**config.mk**
```make
export PLATFORM = sky130hd
export DESIGN_NAME = qdl_ctrl
export DESIGN_NICKNAME = d
export VERILOG_FILES = /design/src/include/qdl_pkg.sv /design/src/hw/qdl_ctrl.sv /design/src/hw/qdl_i2c_rx.sv
export SDC_FILE = /design/constraint.sdc
export NUM_CORES = 1
export LEC_CHECK = 0
export ABC_AREA = 1
export BUFFER_PORTS_ARGS = -buffer_cell sky130_fd_sc_hd__buf_2
export CAP_MARGIN = 10
export CORE_MARGIN = 8
export CORE_UTILIZATION = 55
export DETAILED_ROUTE_END_ITERATION = 8
export PLACE_DENSITY = 0.83
export SLEW_MARGIN = 20
export SYNTH_ARGS = -nofsm -noshare
export SYNTH_HDL_FRONTEND = slang
export SYNTH_SLANG_ARGS = --single-unit
export TNS_END_PERCENT = 1
```
**constraint.sdc**
```tcl
create_clock -name clk_sys_in -period 2.28 [get_ports clk_sys_in]
set_input_delay 0.228 -clock clk_sys_in [delete_from_list [all_inputs] [get_ports clk_sys_in]]
set_output_delay 0.228 -clock clk_sys_in [all_outputs]
set_load 0.005 [all_outputs]
```
**src/include/qdl_pkg.sv**
```systemverilog
// constants, field layouts and carrier types for the quad dac load and reset control
//
// Functional notes
// - write-input with load pin low updates input and dac register on 24th clock
// - write-input with load pin high changes input only; later pin fall loads dacs
// - load-mask command ignores channel field, loads mask from four low data bits
// - mask bit 3 is channel D, 2 is C, 1 is B, 0 is A
// - mask bits reset to zero so every channel follows the load pin
// - masked channel sees load pin as high; unmasked channel obeys the pin
// - update command copies input n to dac n regardless of pin, input unchanged
// - write-and-update writes input n and dac n regardless of load pin
// - each load pin falling edge copies input to dac on unmasked channels
// - load pin tied low permanently makes the mask bits ignored
// - reset pin low at least 30 ns clears outputs to strap-selected level
// - reset pin low rejects updates; cleared value holds until reprogrammed
// - software reset command returns dac to power-on reset code
// - load pin activity is ignored while power-on reset is in progress
// - reset pin held low at power-up keeps initialisation pending until release
// - power-up level is zero scale or midscale by strap, held until valid write
// - reference on after power-up; setup command bit 0 one turns it off
// - frame is command nibble, channel nibble, then sixteen data bits
package qdl_pkg;

  localparam int NUM_CHAN = 4;
  localparam int CODE_W = 10;

  // command codes in the top nibble of a frame
  localparam logic [3:0] CMD_WRITE_INPUT = 4'h1;
  localparam logic [3:0] CMD_UPDATE_DAC = 4'h2;
  localparam logic [3:0] CMD_WRITE_UPDATE = 4'h3;
  localparam logic [3:0] CMD_LOAD_MASK = 4'h5;
  localparam logic [3:0] CMD_SOFT_RESET = 4'h6;
  localparam logic [3:0] CMD_REF_SETUP = 4'h7;

  // the 10-bit code sits left-justified in the sixteen data bits
  localparam int CODE_LSB = 6;
  localparam int MASK_LSB = 0;
  localparam int REF_BIT = 0;

  localparam logic [9:0] CODE_ZERO_SCALE = 10'h000;
  localparam logic [9:0] CODE_MID_SCALE = 10'h200;
  localparam logic [3:0] MASK_RESET = 4'h0;
  localparam logic REF_OFF_RESET = 1'b0;

  // bus address of this device; value is arbitrary
  localparam logic [6:0] DEV_ADDR = 7'h0C;
  localparam int FRAME_BYTES = 3;

  // timing
  localparam int CLK_PERIOD_NS = 40;
  localparam int RST_LOW_NS = 30;
  localparam int RST_LOW_CYC_RAW = (RST_LOW_NS + CLK_PERIOD_NS - 1) / CLK_PERIOD_NS;
  localparam int RST_LOW_CYC = (RST_LOW_CYC_RAW < 1) ? 1 : RST_LOW_CYC_RAW;

  // synchronised pin vector reset value: scl, sda, load high; reset_n and strap low
  // reset_n starts low so power-on init waits for the real pin level to arrive
  localparam logic [4:0] PIN_SYNC_RESET = 5'h1C;

  typedef struct packed {
    logic [3:0] cmd;
    logic [3:0] chan;
    logic [15:0] data;
  } qdl_frame_t;

  typedef enum logic [1:0] {
    RX_IDLE,
    RX_ADDR,
    RX_DATA
  } qdl_rx_state_t;

endpackage

```
**src/hw/qdl_ctrl.sv**
```systemverilog
// quad dac command decode, load pin, mask, hardware and power-on reset control
`timescale 1ns/1ns
`default_nettype none
module qdl_ctrl (
  input wire logic clk_sys_in,
  input wire logic rst_in,
  input wire logic scl_in,
  input wire logic sda_in,
  output logic sda_out,
  output logic sda_oe_out,
  input wire logic load_dac_strobe_n_in,
  input wire logic reset_n_in,
  input wire logic reset_level_select_in,
  output logic [3:0][9:0] dac_code_out,
  output logic [3:0][9:0] input_code_out,
  output logic [3:0] load_mask_out,
  output logic ref_enable_out,
  output logic init_pending_out
);

  // pin synchronisers: bit 4 scl, 3 sda, 2 load strobe, 1 reset_n, 0 strap
  logic [4:0] pin_s1_q;
  logic [4:0] pin_s2_q;
  logic load_prev_q;
  logic load_seen_high_q;
  logic [2:0] rst_low_cnt_q;
  logic por_pending_q;
  logic strap_mid_q;
  logic [3:0] mask_q;
  logic ref_off_q;
  logic [3:0][9:0] input_q;
  logic [3:0][9:0] dac_q;
  logic [3:0][9:0] input_d;
  logic [3:0][9:0] dac_d;
  qdl_pkg::qdl_frame_t frame;
  logic frame_valid;

  function automatic logic [9:0] clear_code(input logic mid);
    clear_code = mid ? qdl_pkg::CODE_MID_SCALE : qdl_pkg::CODE_ZERO_SCALE;
  endfunction

  wire [4:0] pin_raw = {scl_in, sda_in, load_dac_strobe_n_in, reset_n_in, reset_level_select_in};
  wire scl_s = pin_s2_q[4];
  wire sda_s = pin_s2_q[3];
  wire load_s = pin_s2_q[2];
  wire rstn_s = pin_s2_q[1];
  wire strap_s = pin_s2_q[0];

  qdl_i2c_rx u_rx (
    .clk_sys_in(clk_sys_in),
    .rst_in(rst_in),
    .scl_in(scl_s),
    .sda_in(sda_s),
    .frame_out(frame),
    .frame_valid_out(frame_valid),
    .sda_oe_out(sda_oe_out)
  );

  // acknowledge drives the line low only
  assign sda_out = 1'b0;

  // hardware reset counts only once held for the least low time
  wire hw_reset = (rst_low_cnt_q >= 3'(qdl_pkg::RST_LOW_CYC));
  // power-on initialisation waits for the reset pin to be released
  wire init_now = por_pending_q & rstn_s;
  wire blocked = por_pending_q | hw_reset;
  wire load_fall = load_prev_q & ~load_s & ~blocked;
  wire load_tied_low = ~load_seen_high_q;
  wire accept = frame_valid & ~blocked;
  wire cmd_write = accept & (frame.cmd == qdl_pkg::CMD_WRITE_INPUT);
  wire cmd_update = accept & (frame.cmd == qdl_pkg::CMD_UPDATE_DAC);
  wire cmd_wr_upd = accept & (frame.cmd == qdl_pkg::CMD_WRITE_UPDATE);
  wire cmd_mask = accept & (frame.cmd == qdl_pkg::CMD_LOAD_MASK);
  wire cmd_soft = accept & (frame.cmd == qdl_pkg::CMD_SOFT_RESET);
  wire cmd_ref = accept & (frame.cmd == qdl_pkg::CMD_REF_SETUP);
  wire [9:0] new_code = frame.data[qdl_pkg::CODE_LSB +: qdl_pkg::CODE_W];
  wire [9:0] por_code = clear_code(init_now ? strap_s : strap_mid_q);
  wire go_por_code = init_now | cmd_soft;

  always_comb begin
    input_d = input_q;
    dac_d = dac_q;
    for (int i = 0; i < qdl_pkg::NUM_CHAN; i++) begin
      if (go_por_code) begin
        input_d[i] = por_code;
        dac_d[i] = por_code;
      end else if (hw_reset) begin
        input_d[i] = clear_code(strap_mid_q);
        dac_d[i] = clear_code(strap_mid_q);
      end else begin
        // channel field is a per-channel bit mask, bit 0 of the nibble is channel A
        if ((cmd_write | cmd_wr_upd) & frame.chan[i]) begin
          input_d[i] = new_code;
        end
        if (cmd_wr_upd & frame.chan[i]) begin
          dac_d[i] = new_code;
        end else if (cmd_write & frame.chan[i] & ~load_s & (load_tied_low | ~mask_q[i])) begin
          dac_d[i] = new_code;
        end else if (cmd_update & frame.chan[i]) begin
          dac_d[i] = input_q[i];
        end else if (load_fall & ~mask_q[i]) begin
          dac_d[i] = input_q[i];
        end
      end
    end
  end

  always_ff @(posedge clk_sys_in) begin
    if (rst_in) begin
      pin_s1_q <= qdl_pkg::PIN_SYNC_RESET;
      pin_s2_q <= qdl_pkg::PIN_SYNC_RESET;
    end else begin
      pin_s1_q <= pin_raw;
      pin_s2_q <= pin_s1_q;
    end
  end

  always_ff @(posedge clk_sys_in) begin
    if (rst_in) begin
      load_prev_q <= 1'b1;
      load_seen_high_q <= 1'b0;
    end else begin
      load_prev_q <= load_s;
      if (load_s & ~por_pending_q) begin
        load_seen_high_q <= 1'b1;
      end
    end
  end

  always_ff @(posedge clk_sys_in) begin
    if (rst_in) begin
      rst_low_cnt_q <= 3'h0;
    end else if (rstn_s) begin
      rst_low_cnt_q <= 3'h0;
    end else if (rst_low_cnt_q != 3'h7) begin
      rst_low_cnt_q <= rst_low_cnt_q + 3'h1;
    end
  end

  // strap is caught at the end of power-on initialisation
  always_ff @(posedge clk_sys_in) begin
    if (rst_in) begin
      por_pending_q <= 1'b1;
      strap_mid_q <= 1'b0;
    end else if (init_now) begin
      por_pending_q <= 1'b0;
      strap_mid_q <= strap_s;
    end
  end

  always_ff @(posedge clk_sys_in) begin
    if (rst_in || go_por_code) begin
      mask_q <= qdl_pkg::MASK_RESET;
    end else if (cmd_mask) begin
      mask_q <= frame.data[qdl_pkg::MASK_LSB +: 4];
    end
  end

  always_ff @(posedge clk_sys_in) begin
    if (rst_in || go_por_code) begin
      ref_off_q <= qdl_pkg::REF_OFF_RESET;
    end else if (cmd_ref) begin
      ref_off_q <= frame.data[qdl_pkg::REF_BIT];
    end
  end

  always_ff @(posedge clk_sys_in) begin
    if (rst_in) begin
      input_q <= {qdl_pkg::NUM_CHAN{qdl_pkg::CODE_ZERO_SCALE}};
      dac_q <= {qdl_pkg::NUM_CHAN{qdl_pkg::CODE_ZERO_SCALE}};
    end else begin
      input_q <= input_d;
      dac_q <= dac_d;
    end
  end

  assign dac_code_out = dac_q;
  assign input_code_out = input_q;
  assign load_mask_out = mask_q;
  assign ref_enable_out = ~ref_off_q;
  assign init_pending_out = por_pending_q;

endmodule
`default_nettype wire

```
**src/hw/qdl_i2c_rx.sv**
```systemverilog
// two-wire write receiver that assembles 24-bit command frames
`timescale 1ns/1ns
`default_nettype none
module qdl_i2c_rx (
  input wire logic clk_sys_in,
  input wire logic rst_in,
  input wire logic scl_in,
  input wire logic sda_in,
  output var qdl_pkg::qdl_frame_t frame_out,
  output logic frame_valid_out,
  output logic sda_oe_out
);

  qdl_pkg::qdl_rx_state_t state_q;
  logic scl_prev_q;
  logic sda_prev_q;
  logic [3:0] bit_cnt_q;
  logic [1:0] byte_idx_q;
  logic [7:0] shift_q;
  logic [7:0] byte0_q;
  logic [7:0] byte1_q;
  logic ack_q;
  logic valid_q;
  qdl_pkg::qdl_frame_t frame_q;

  wire scl_rise = scl_in & ~scl_prev_q;
  wire scl_fall = ~scl_in & scl_prev_q;
  wire start_det = scl_in & scl_prev_q & sda_prev_q & ~sda_in;
  wire stop_det = scl_in & scl_prev_q & ~sda_prev_q & sda_in;
  wire addr_ok = (shift_q == {qdl_pkg::DEV_ADDR, 1'b0});
  wire busy = (state_q != qdl_pkg::RX_IDLE);
  wire in_data = (state_q == qdl_pkg::RX_DATA);
  wire last_byte = (byte_idx_q == 2'(qdl_pkg::FRAME_BYTES - 1));
  wire take_bit = busy & scl_rise & (bit_cnt_q < 4'h8);
  wire ack_begin = busy & scl_fall & (bit_cnt_q == 4'h8);
  wire ack_end = busy & scl_fall & (bit_cnt_q == 4'h9);
  // 24th data clock of a frame
  wire frame_done = take_bit & in_data & last_byte & (bit_cnt_q == 4'h7);

  assign frame_out = frame_q;
  assign frame_valid_out = valid_q;
  assign sda_oe_out = ack_q;

  always_ff @(posedge clk_sys_in) begin
    scl_prev_q <= rst_in ? 1'b1 : scl_in;
    sda_prev_q <= rst_in ? 1'b1 : sda_in;
  end

  always_ff @(posedge clk_sys_in) begin
    if (rst_in) begin
      frame_q <= '0;
      valid_q <= 1'b0;
    end else begin
      valid_q <= frame_done;
      if (frame_done) begin
        frame_q <= qdl_pkg::qdl_frame_t'({byte0_q, byte1_q, shift_q[6:0], sda_in});
      end
    end
  end

  always_ff @(posedge clk_sys_in) begin
    if (rst_in) begin
      byte0_q <= 8'h00;
      byte1_q <= 8'h00;
    end else if (ack_end & in_data & (byte_idx_q == 2'h0)) begin
      byte0_q <= shift_q;
    end else if (ack_end & in_data & (byte_idx_q == 2'h1)) begin
      byte1_q <= shift_q;
    end
  end

  always_ff @(posedge clk_sys_in) begin
    if (rst_in) begin
      state_q <= qdl_pkg::RX_IDLE;
      bit_cnt_q <= 4'h0;
      byte_idx_q <= 2'h0;
      shift_q <= 8'h00;
      ack_q <= 1'b0;
    end else if (start_det) begin
      state_q <= qdl_pkg::RX_ADDR;
      bit_cnt_q <= 4'h0;
      byte_idx_q <= 2'h0;
      ack_q <= 1'b0;
    end else if (stop_det) begin
      state_q <= qdl_pkg::RX_IDLE;
      ack_q <= 1'b0;
    end else if (take_bit) begin
      shift_q <= {shift_q[6:0], sda_in};
      bit_cnt_q <= bit_cnt_q + 4'h1;
    end else if (ack_begin) begin
      // other addresses and read requests are not acknowledged
      ack_q <= in_data | addr_ok;
      bit_cnt_q <= 4'h9;
      if (!in_data && !addr_ok) begin
        state_q <= qdl_pkg::RX_IDLE;
      end
    end else if (ack_end) begin
      ack_q <= 1'b0;
      bit_cnt_q <= 4'h0;
      if (in_data) begin
        byte_idx_q <= last_byte ? 2'h0 : byte_idx_q + 2'h1;
      end else begin
        state_q <= qdl_pkg::RX_DATA;
      end
    end
  end

endmodule
`default_nettype wire

```
==> qor.yml, run 1 <==
run_status:
  outcome: "completed"
routing:
  vias: 6474
  firstDrtPassIters: 6
  drc: 0
  ant_nets: 0
  routed_wl_um: 18410
  via_per_inst: 5.382
  drt-initial-drc-count: 825
  wl_per_cell_um: 15.30
floorplanning:
  die_area_um2: 16190
  initial_utilization: 0.5643
  num_io_pins: 95
  die_h_um: 127.2
  core.rowCount: 40
  core_area_um2: 12060
  die_w_um: 127.2
setup_path:
  reg2reg_from: "rst_low_cnt_q[1]$_SDFFE_PP0P_"
  crit_chain: "inv_1 -> ha_1 -> nor2_2 -> nand3_2 -> nor2_4 -> buf_12 -> nand4_1 -> nand2_2 -> nand2_4 -> a21oi_4 -> nand2_1 -> a21oi_1"
  setup.worst_path.start_class: "register"
  crit_type: "register to register"
  timing.rr.end: "dac_code_out[4]$_SDFFE_PP0P_"
  path_max_fanout: 13
  rrSetupSlack_ps: 180
  worstPathArrival_ps: 2440
  critPathSlowestCell: "dfxtp_2"
  worstRegToRegCells: 12
  critPathRequiredTime_ps: 2620
  end_kind: "register"
  startpoint: "rst_low_cnt_q[1]$_SDFFE_PP0P_"
  max_stage_delay_ps: 360
  crit_path_end: "dac_code_out[4]$_SDFFE_PP0P_"
yosys:
  synth_top_area_share: 0.4706
  synth.cell_area_um2: 6807
  synth_cell_type_count: 32
  ys.flop_type: "dfxtp_1"
  postSynthAreaPerCell_um2: 7.358
  syn_inst: 925
  synth_area_leaders: "dfxtp_1 (47%), nand2_1 (15%), a21oi_1 (8.5%)"
  synth_warnings: 0
  syn-num-nets: 938
  ys_seq_elements: 160
  synth_edf_count: 0
  synth_area_leader_cell: "dfxtp_1"
  async_flop_share: 0
  ys_seq_area_frac: 0.4706
sta:
  setup_slack_ps: 184.5
  tns_ps: 0
  maxSlewHeadroom: 0.4628
  worst_pin_slew_ps: 805.9
  period_needed_ps: 2096
  hold_violations: 0
  setup_viol: 0
  report.final.slew_viol_count: 0
  hold_slack_ps: 9.641
  fmax_mhz: 477.2
  fin_worst_skew_ps: 8.155
  rsz0062_at_grt: "yes"
  min_period_over_period: 0.9191
global_routing:
  grt_max_degree: 79
  grt_overflow: 0
  first_global_vias: 6108
  track_usage: 0.2303
  antenna_found_initial: 0
  grt_pass1_wl_um: 30020
layout:
  final_core_util: 0.6782
  drive_gt1_frac: 0.1884
  fill_cells: 964
  final_common_cell: "nand2_1"
  num_antenna_cells: 0
  design_area_um2: 8180
  layout_common_cells: "nand2_1 (266), dfxtp_1 (159), a21oi_1 (116)"
  fin_nets: 1037
  final_cells: 1203
  area_growth_pct: 20.18
clock_tree:
  clock_path_buffers: 2
  path_clk_slew_ps: 60
  cts_tree: "built"
  htreeDepth: 4
  clock-sinks: 160
  clk_root_buffer_cell: "clkbuf_16"
  insertion_delay_ps: 430
  numCtsBuffers: 17
  post_cts_buffers: 0
place:
  dp.cells: 1169
  port_buffers: 93
  dp_hpwl_um: 12350
  routabilityCongestion: 0.8424
  pre_cts_ws_ps: 103.0
  dpl_cell_area_um2: 7481
power:
  finalPower_mw: 6.360
  powerDensity_nw_per_um2: 777.5
  ir_drop_uv: 536.2
  p_leak_nw: 3.570
flow_run:
  drv_cap: 0
min_path:
  worstHoldPathCells: 3
  hp-class: "input port to register"
routing by layer:
metal	global-route usage	vias to the layer above	wire length [µm]
met5	0	-	0
met4	0.1316	0	650
met3	0.05865	53	1640
met2	0.3639	277	8542
met1	0.2803	2943	7577
li1	-	3201	-
layout make-up:
class,count,area (µm²),area share
inverters,69,259.0,0.03166
clock inverters,11,212.7,0.02600
well taps,168,210.2,0.02570
multi-input cells,655,3151,0.3851
clock buffers,19,432.9,0.05292
flip-flops and latches,160,3204,0.3917
repair buffers,121,710.7,0.08688
cell usage after synthesis (2+ instances only):
master and count:
a211oi_2 4, clkbuf_1 24, nand3_4 4, nor2_2 2
nand4_1 13, dfxtp_1 160, nor4_1 4, nand3_1 51
nand2_1 266, ha_1 6, nand2_2 6, buf_2 6
a21oi_4 4, a21oi_1 116, nand2_4 3, or2_2 7
inv_2 8, nor2_4 6, nor3_1 3, nor2_1 90
buf_4 10, inv_1 61, a211oi_1 7, o21ai_0 56
worst max-delay path: cells and delay by family, from the launching register on:
kind                       cells  cell delay (ps)
and+or+nand+nor                7              850
AOI/OAI and AO/OA              2              440
buffers and inverters          2              200
adders and majority gates      1              180
DFF                            1              360
registers in the layout, summed over array words and instances, names as in the netlist, 3 cells and up:
| register | cells |
|---|---|
| dac_code_out | 40 |
| input_code_out | 40 |
| u_rx.frame_out | 22 |
| u_rx.byte0_q | 8 |
| u_rx.byte1_q | 8 |
| u_rx.shift_q | 8 |
| pin_s1_q | 5 |
| pin_s2_q | 5 |
| load_mask_out | 4 |
| u_rx.bit_cnt_q | 4 |
| rst_low_cnt_q | 3 |
worst min path at each step:
| stage | endpoint | slack [ps] | from |
|---|---|---|---|
| after floorplan | pin_s1_q[2]$_SDFF_PP1_ | 330 | load_dac_strobe_n_in |
| after global placement | pin_s2_q[1]$_SDFF_PP0_ | 390 | pin_s1_q[1]$_SDFF_PP0_ |
| after detailed placement | pin_s2_q[3]$_SDFF_PP1_ | 390 | pin_s1_q[3]$_SDFF_PP1_ |
| after CTS | pin_s1_q[0]$_SDFF_PP0_ | 2 | reset_level_select_in |
| after global routing | pin_s1_q[0]$_SDFF_PP0_ | 7 | reset_level_select_in |
| final | pin_s1_q[0]$_SDFF_PP0_ | 10 | reset_level_select_in |
where the power goes:
part	internal (mW)	total (mW)	switching, mW
logic	0.113	0.357	0.244
clock network	2.04	3.14	1.10
registers	2.83	2.86	0.0283
total	4.98	6.36	1.38
kinds of logic after synthesis:
group                    synth area share
other                           0.0005509
adder cells (fa/ha/maj)           0.01103
AND/OR/NAND/NOR                    0.2950
XOR/XNOR                         0.001287
flip-flops                         0.4706
buffers and inverters             0.06838
AO/OA/AOI/OAI                      0.1531
repair_timing:
item                                    in CTS  in global routing
endpoints found under the hold margin        4                  0
endpoints found under the setup margin       0                 58
resized for setup                            0                  5
hold buffers                                 4                  0
Power figures use the tool's default switching activity.
==> run 2, diff against run 1 <==
--- a/config.mk
+++ b/config.mk
@@ -9,9 +9,9 @@
 export BUFFER_PORTS_ARGS = -buffer_cell sky130_fd_sc_hd__buf_2
 export CAP_MARGIN = 10
 export CORE_MARGIN = 8
-export CORE_UTILIZATION = 55
+export CORE_UTILIZATION = 45
 export DETAILED_ROUTE_END_ITERATION = 8
-export PLACE_DENSITY = 0.83
+export PLACE_DENSITY = 0.71
 export SLEW_MARGIN = 20
 export SYNTH_ARGS = -nofsm -noshare
 export SYNTH_HDL_FRONTEND = slang
==> constraint.sdc (replaced) <==
create_clock -name clk_sys_in -period 2.1 [get_ports clk_sys_in]
set_input_delay 0.21 -clock clk_sys_in [delete_from_list [all_inputs] [get_ports clk_sys_in]]
set_output_delay 0.21 -clock clk_sys_in [all_outputs]
set_load 0.005 [all_outputs]
==> qor.yml, run 2 (same netlist as run 1, synthesis figures left out) <==
setup_path:
  setup.worst_path.start_class: "register"
  rrSetupSlack_ps: 80
  critPathRequiredTime_ps: 2460
  timing.rr.end: "dac_code_out[36]$_SDFFE_PP0P_"
  end_kind: "register"
  reg2reg_from: "rst_low_cnt_q[1]$_SDFFE_PP0P_"
  worstRegToRegCells: 13
  crit_type: "register to register"
  path_max_fanout: 10
  worstPathArrival_ps: 2370
global_routing:
  grt_overflow: 0
  first_global_vias: 5796
  track_usage: 0.1968
  grt_max_degree: 44
  grt_pass1_wl_um: 30840
  antenna_found_initial: 1
min_path:
  hp-class: "input port to register"
  hp-start: "rst_in"
  worstHoldPathCells: 2
  holdPathEnd: "u_rx.state_q[0]$_SDFFE_PP0P_"
sta:
  fmax_mhz: 495.4
  worst_pin_slew_ps: 610.1
  report.final.slew_viol_count: 0
  hold_violations: 0
  maxSlewHeadroom: 0.5927
  period_needed_ps: 2019
  min_period_over_period: 0.9613
  fin_worst_skew_ps: 10.23
  setup_viol: 0
  hold_slack_ps: 50.20
  rsz0062_at_grt: "yes"
routing:
  routed_wl_um: 19520
  vias: 6502
  ant_nets: 0
  drc: 0
  drt-initial-drc-count: 592
  via_per_inst: 5.160
  firstDrtPassIters: 5
  wl_per_cell_um: 15.49
flow_run:
  drv_cap: 0
clock_tree:
  clk_root_buffer_cell: "clkbuf_16"
  numCtsBuffers: 17
  clock-sinks: 160
  htreeDepth: 4
  insertion_delay_ps: 430
  cts_tree: "built"
  path_clk_slew_ps: 60
  clock_path_buffers: 2
layout:
  area_growth_pct: 25.15
  num_antenna_cells: 0
  final_cells: 1260
  fin_nets: 1073
  layout_common_cells: "nand2_1 (265), dfxtp_1 (159), a21oi_1 (110)"
  final_common_cell: "nand2_1"
  drive_gt1_frac: 0.2257
  fill_cells: 1426
floorplanning:
  core.rowCount: 45
  num_io_pins: 95
  core_area_um2: 14980
  die_area_um2: 19320
  initial_utilization: 0.4545
  die_w_um: 139.0
  die_h_um: 139.0
place:
  port_buffers: 93
  dp_hpwl_um: 13550
  routabilityCongestion: 0.8896
  dp.cells: 1211
power:
  p_leak_nw: 3.697
  ir_drop_uv: 586.1
  powerDensity_nw_per_um2: 802.8
  finalPower_mw: 6.839
run_status:
  outcome: "completed"
## run 2: changes by cell type in the layout (fill, tap and decap cells not counted), sizes merged
| cell | delta |
|---|---|
| dlygate4sd3 | +1 |
| buf | +32 |
| a21oi | +3 |
| inv | +1 |
| clkinvlp | +2 |
| clkinv | +1 |
| bufinv | -2 |
| clkbuf | -1 |
## run 2: critical path, stage by stage (launching register included)
cell and delay [ps]:
dfxtp_2 320, inv_1 40, ha_1 180, nor2_2 130, nand3_2 130, nor2_4 120
buf_12 140, buf_4 110, nand4_1 60, nand2_1 140, inv_2 90, a21oi_4 240
nand2_2 80, a21oi_2 170
## run 2: layout make-up
class,instances,area [µm²],area share
Inverter,69,259.0,0.03041
Clock inverter,13,185.2,0.02174
Sequential cell,160,3204,0.3762
Clock buffer,18,439.2,0.05156
Tap cell,188,235.2,0.02761
Multi-Input combinational cell,658,3227,0.3788
Timing Repair Buffer,154,968.4,0.1137
## run 2: how the worst max path moves through the flow
stage	to	slack (ps)	startpoint
after floorplan	input_code_out[10]$_SDFFE_PP0P_	260	rst_low_cnt_q[1]$_SDFFE_PP0P_
after global placement	dac_code_out[15]$_SDFFE_PP0P_	60	rst_low_cnt_q[1]$_SDFFE_PP0P_
after detailed placement	dac_code_out[15]$_SDFFE_PP0P_	20	rst_low_cnt_q[1]$_SDFFE_PP0P_
after CTS	input_code_out[6]$_SDFFE_PP0P_	5	rst_low_cnt_q[0]$_SDFFE_PP0P_
after global routing	dac_code_out[11]$_SDFFE_PP0P_	-40	rst_low_cnt_q[1]$_SDFFE_PP0P_
final	dac_code_out[36]$_SDFFE_PP0P_	80	rst_low_cnt_q[1]$_SDFFE_PP0P_
## run 2: power by group
| group | switching [mW] | internal, mW |
|---|---|---|
| Clock | 1.28 | 2.02 |
| Sequential | 0.0261 | 3.07 |
| Combinational | 0.287 | 0.152 |
| Total | 1.59 | 5.24 |
## run 2: what timing repair did
item / CTS / global route
gates cloned: 1 / 2
endpoints found under the setup margin: 3 / 77
hold buffers: 5 / 0
setup buffers: 1 / 9
pin swaps: 2 / 14
hold endpoints to repair: 5 / 0
resized for setup: 0 / 19
## run 2: stage by stage
stage / worst slack [ps] / cell area (µm²) / TNS (ps) / utilization
2_1_floorplan: 262.5 / 6807 / 0 / -
3_3_place_gp: 58.56 / 7659 / 0 / 0.5114
3_5_place_dp: 15.33 / 7659 / 0 / 0.5114
4_1_cts: 4.714 / 8362 / 0 / 0.5583
5_1_grt: -43.75 / 8518 / -602.1 / 0.5688
6_report: 81.37 / 8518 / 0 / 0.5688
## run 2: metal layers
layer  part of all wire  GRT usage  up-vias
met1               0.45     0.2473     2980
met2               0.46     0.3182      207
li1                   -          -     3282
met5                  0          0        -
met4              0.019    0.06759        0
met3              0.069    0.05439       33
==> run 3, diff against run 2 <==
--- a/config.mk
+++ b/config.mk
@@ -8,7 +8,7 @@
 export ABC_AREA = 1
 export BUFFER_PORTS_ARGS = -buffer_cell sky130_fd_sc_hd__buf_2
 export CAP_MARGIN = 10
-export CORE_MARGIN = 8
+export CORE_MARGIN = 5
 export CORE_UTILIZATION = 45
 export DETAILED_ROUTE_END_ITERATION = 8
 export PLACE_DENSITY = 0.71
==> qor.yml, run 3 (same netlist as run 1, synthesis figures left out) <==
run_status:
  outcome: "completed"
setup_path:
  path_max_fanout: 10
  crit_type: "register to register"
  end_kind: "register"
  worstPathArrival_ps: 2360
  critPathRequiredTime_ps: 2450
  setup.worst_path.start_class: "register"
  rrSetupSlack_ps: 100
place:
  routabilityCongestion: 0.8525
  dpl_cell_area_um2: 7689
  pre_cts_ws_ps: 66.14
  dp_hpwl_um: 12680
  port_buffers: 93
routing:
  vias: 6378
  via_per_inst: 5.115
  wl_met2_um: 8468
  wl_per_cell_um: 14.64
  drt-initial-drc-count: 522
  met1_length_um: 8275
  ant_nets: 0
  drc: 0
  routed_wl_um: 18260
  firstDrtPassIters: 6
  wl_met3_um: 1010
  highest_layer: "met4"
sta:
  worst_pin_slew_ps: 675.9
  setup_slack_ps: 96.45
  min_period_over_period: 0.9541
  maxSlewHeadroom: 0.5477
  rsz0062_at_grt: "yes"
  period_needed_ps: 2004
  setup_viol: 0
  hold_violations: 0
  report.final.slew_viol_count: 0
  fin_worst_skew_ps: 6.965
  fmax_mhz: 499.1
clock_tree:
  htreeDepth: 4
  numCtsBuffers: 17
  cts_tree: "built"
  clock-sinks: 160
  path_clk_slew_ps: 60
  insertion_delay_ps: 430
  clock_path_buffers: 2
  clk_root_buffer_cell: "clkbuf_16"
global_routing:
  antenna_found_initial: 0
  grt_overflow: 0
  grt_max_degree: 93
  track_usage: 0.2046
  grt_pass1_wl_um: 29040
  first_global_vias: 5734
floorplanning:
  initial_utilization: 0.4528
  die_h_um: 133.0
  die_w_um: 133.0
  core.rowCount: 45
  core_area_um2: 15030
  num_io_pins: 95
  die_area_um2: 17690
layout:
  fin_nets: 1060
  area_growth_pct: 22.26
  design_area_um2: 8322
  final_common_cell: "nand2_1"
  drive_gt1_frac: 0.2068
  num_antenna_cells: 0
  layout_common_cells: "nand2_1 (265), dfxtp_1 (159), a21oi_1 (116)"
  final_core_util: 0.5536
power:
  ir_drop_uv: 500.3
  finalPower_mw: 6.428
  powerDensity_nw_per_um2: 772.5
  p_leak_nw: 3.639
min_path:
  hp-class: "input port to register"
flow_run:
  drv_cap: 0
-- run 3: changes by cell type in the layout (fill, tap and decap cells not counted), sizes merged --
cell      before  now
clkinvlp       2    5
clkbuf        18   21
clkinv         5    4
buf          149  138
bufinv         4    1
a21oi        123  121
inv           71   69
-- run 3: per-layer routing --
layer | global-route usage | vias to the layer above
met4 | 0.08487 | 0
met5 | 0 | -
met1 | 0.2705 | 2903
met3 | 0.04487 | 41
met2 | 0.3239 | 182
li1 | - | 3252
-- run 3: path summary, 6_finish.rpt --
kind | startpoint | to | cells past startpoint
max | rst_low_cnt_q[1]$_SDFFE_PP0P_ | dac_code_out[30]$_SDFFE_PP0P_ | 12
min | rst_in | u_rx.frame_valid_out$_SDFF_PP0_ | 3
max reg2reg | rst_low_cnt_q[1]$_SDFFE_PP0P_ | dac_code_out[30]$_SDFFE_PP0P_ | 12
min reg2reg | pin_s1_q[0]$_SDFF_PP0_ | pin_s2_q[0]$_SDFF_PP0_ | 2
-- run 3: power by group --
part | total (mW) | internal [mW] | switching, mW
clock network | 2.91 | 1.71 | 1.20
logic | 0.421 | 0.144 | 0.277
registers | 3.10 | 3.07 | 0.0259
-- run 3: worst max-delay path, cell delays in order, from the launching register on --
cell     delay [ps]
dfxtp_2         320
inv_1            40
ha_1            180
nor2_2          110
nand3_2         120
nor2_4          160
buf_12          150
nand4_1         110
nand2_2         150
nand2_4          80
a21oi_4         270
nand2_1         110
a21oi_1         140
-- run 3: through the flow --
stage | hold WS [ps] | TNS [ps] | cells
detailed placement | 396.2 | 0 | 1210
global placement | 394.7 | 0 | 1210
CTS | 287.0 | 0 | 1246
floorplan | 313.8 | 0 | 925
global route | 307.2 | -1760 | 1247
finish | 273.0 | 0 | 1247
-- run 3: cell type report --
type,instances,area (µm²)
inverter,69,261.5
multi-input combinational,656,3159
fill,1426,6711
clock inverter,10,87.58
sequential,160,3204
clock buffer,21,470.5
tap,188,235.2
timing repair buffer,143,903.4
-- run 3: timing repair --
| action | 4_1_cts | 5_1_grt |
|---|---|---|
| endpoints found under the hold margin | 5 | 0 |
| buffers inserted | 0 | 0 |
| hold buffers | 5 | 0 |
| gates resized for setup | 0 | 6 |
| setup endpoints to repair | 0 | 77 |
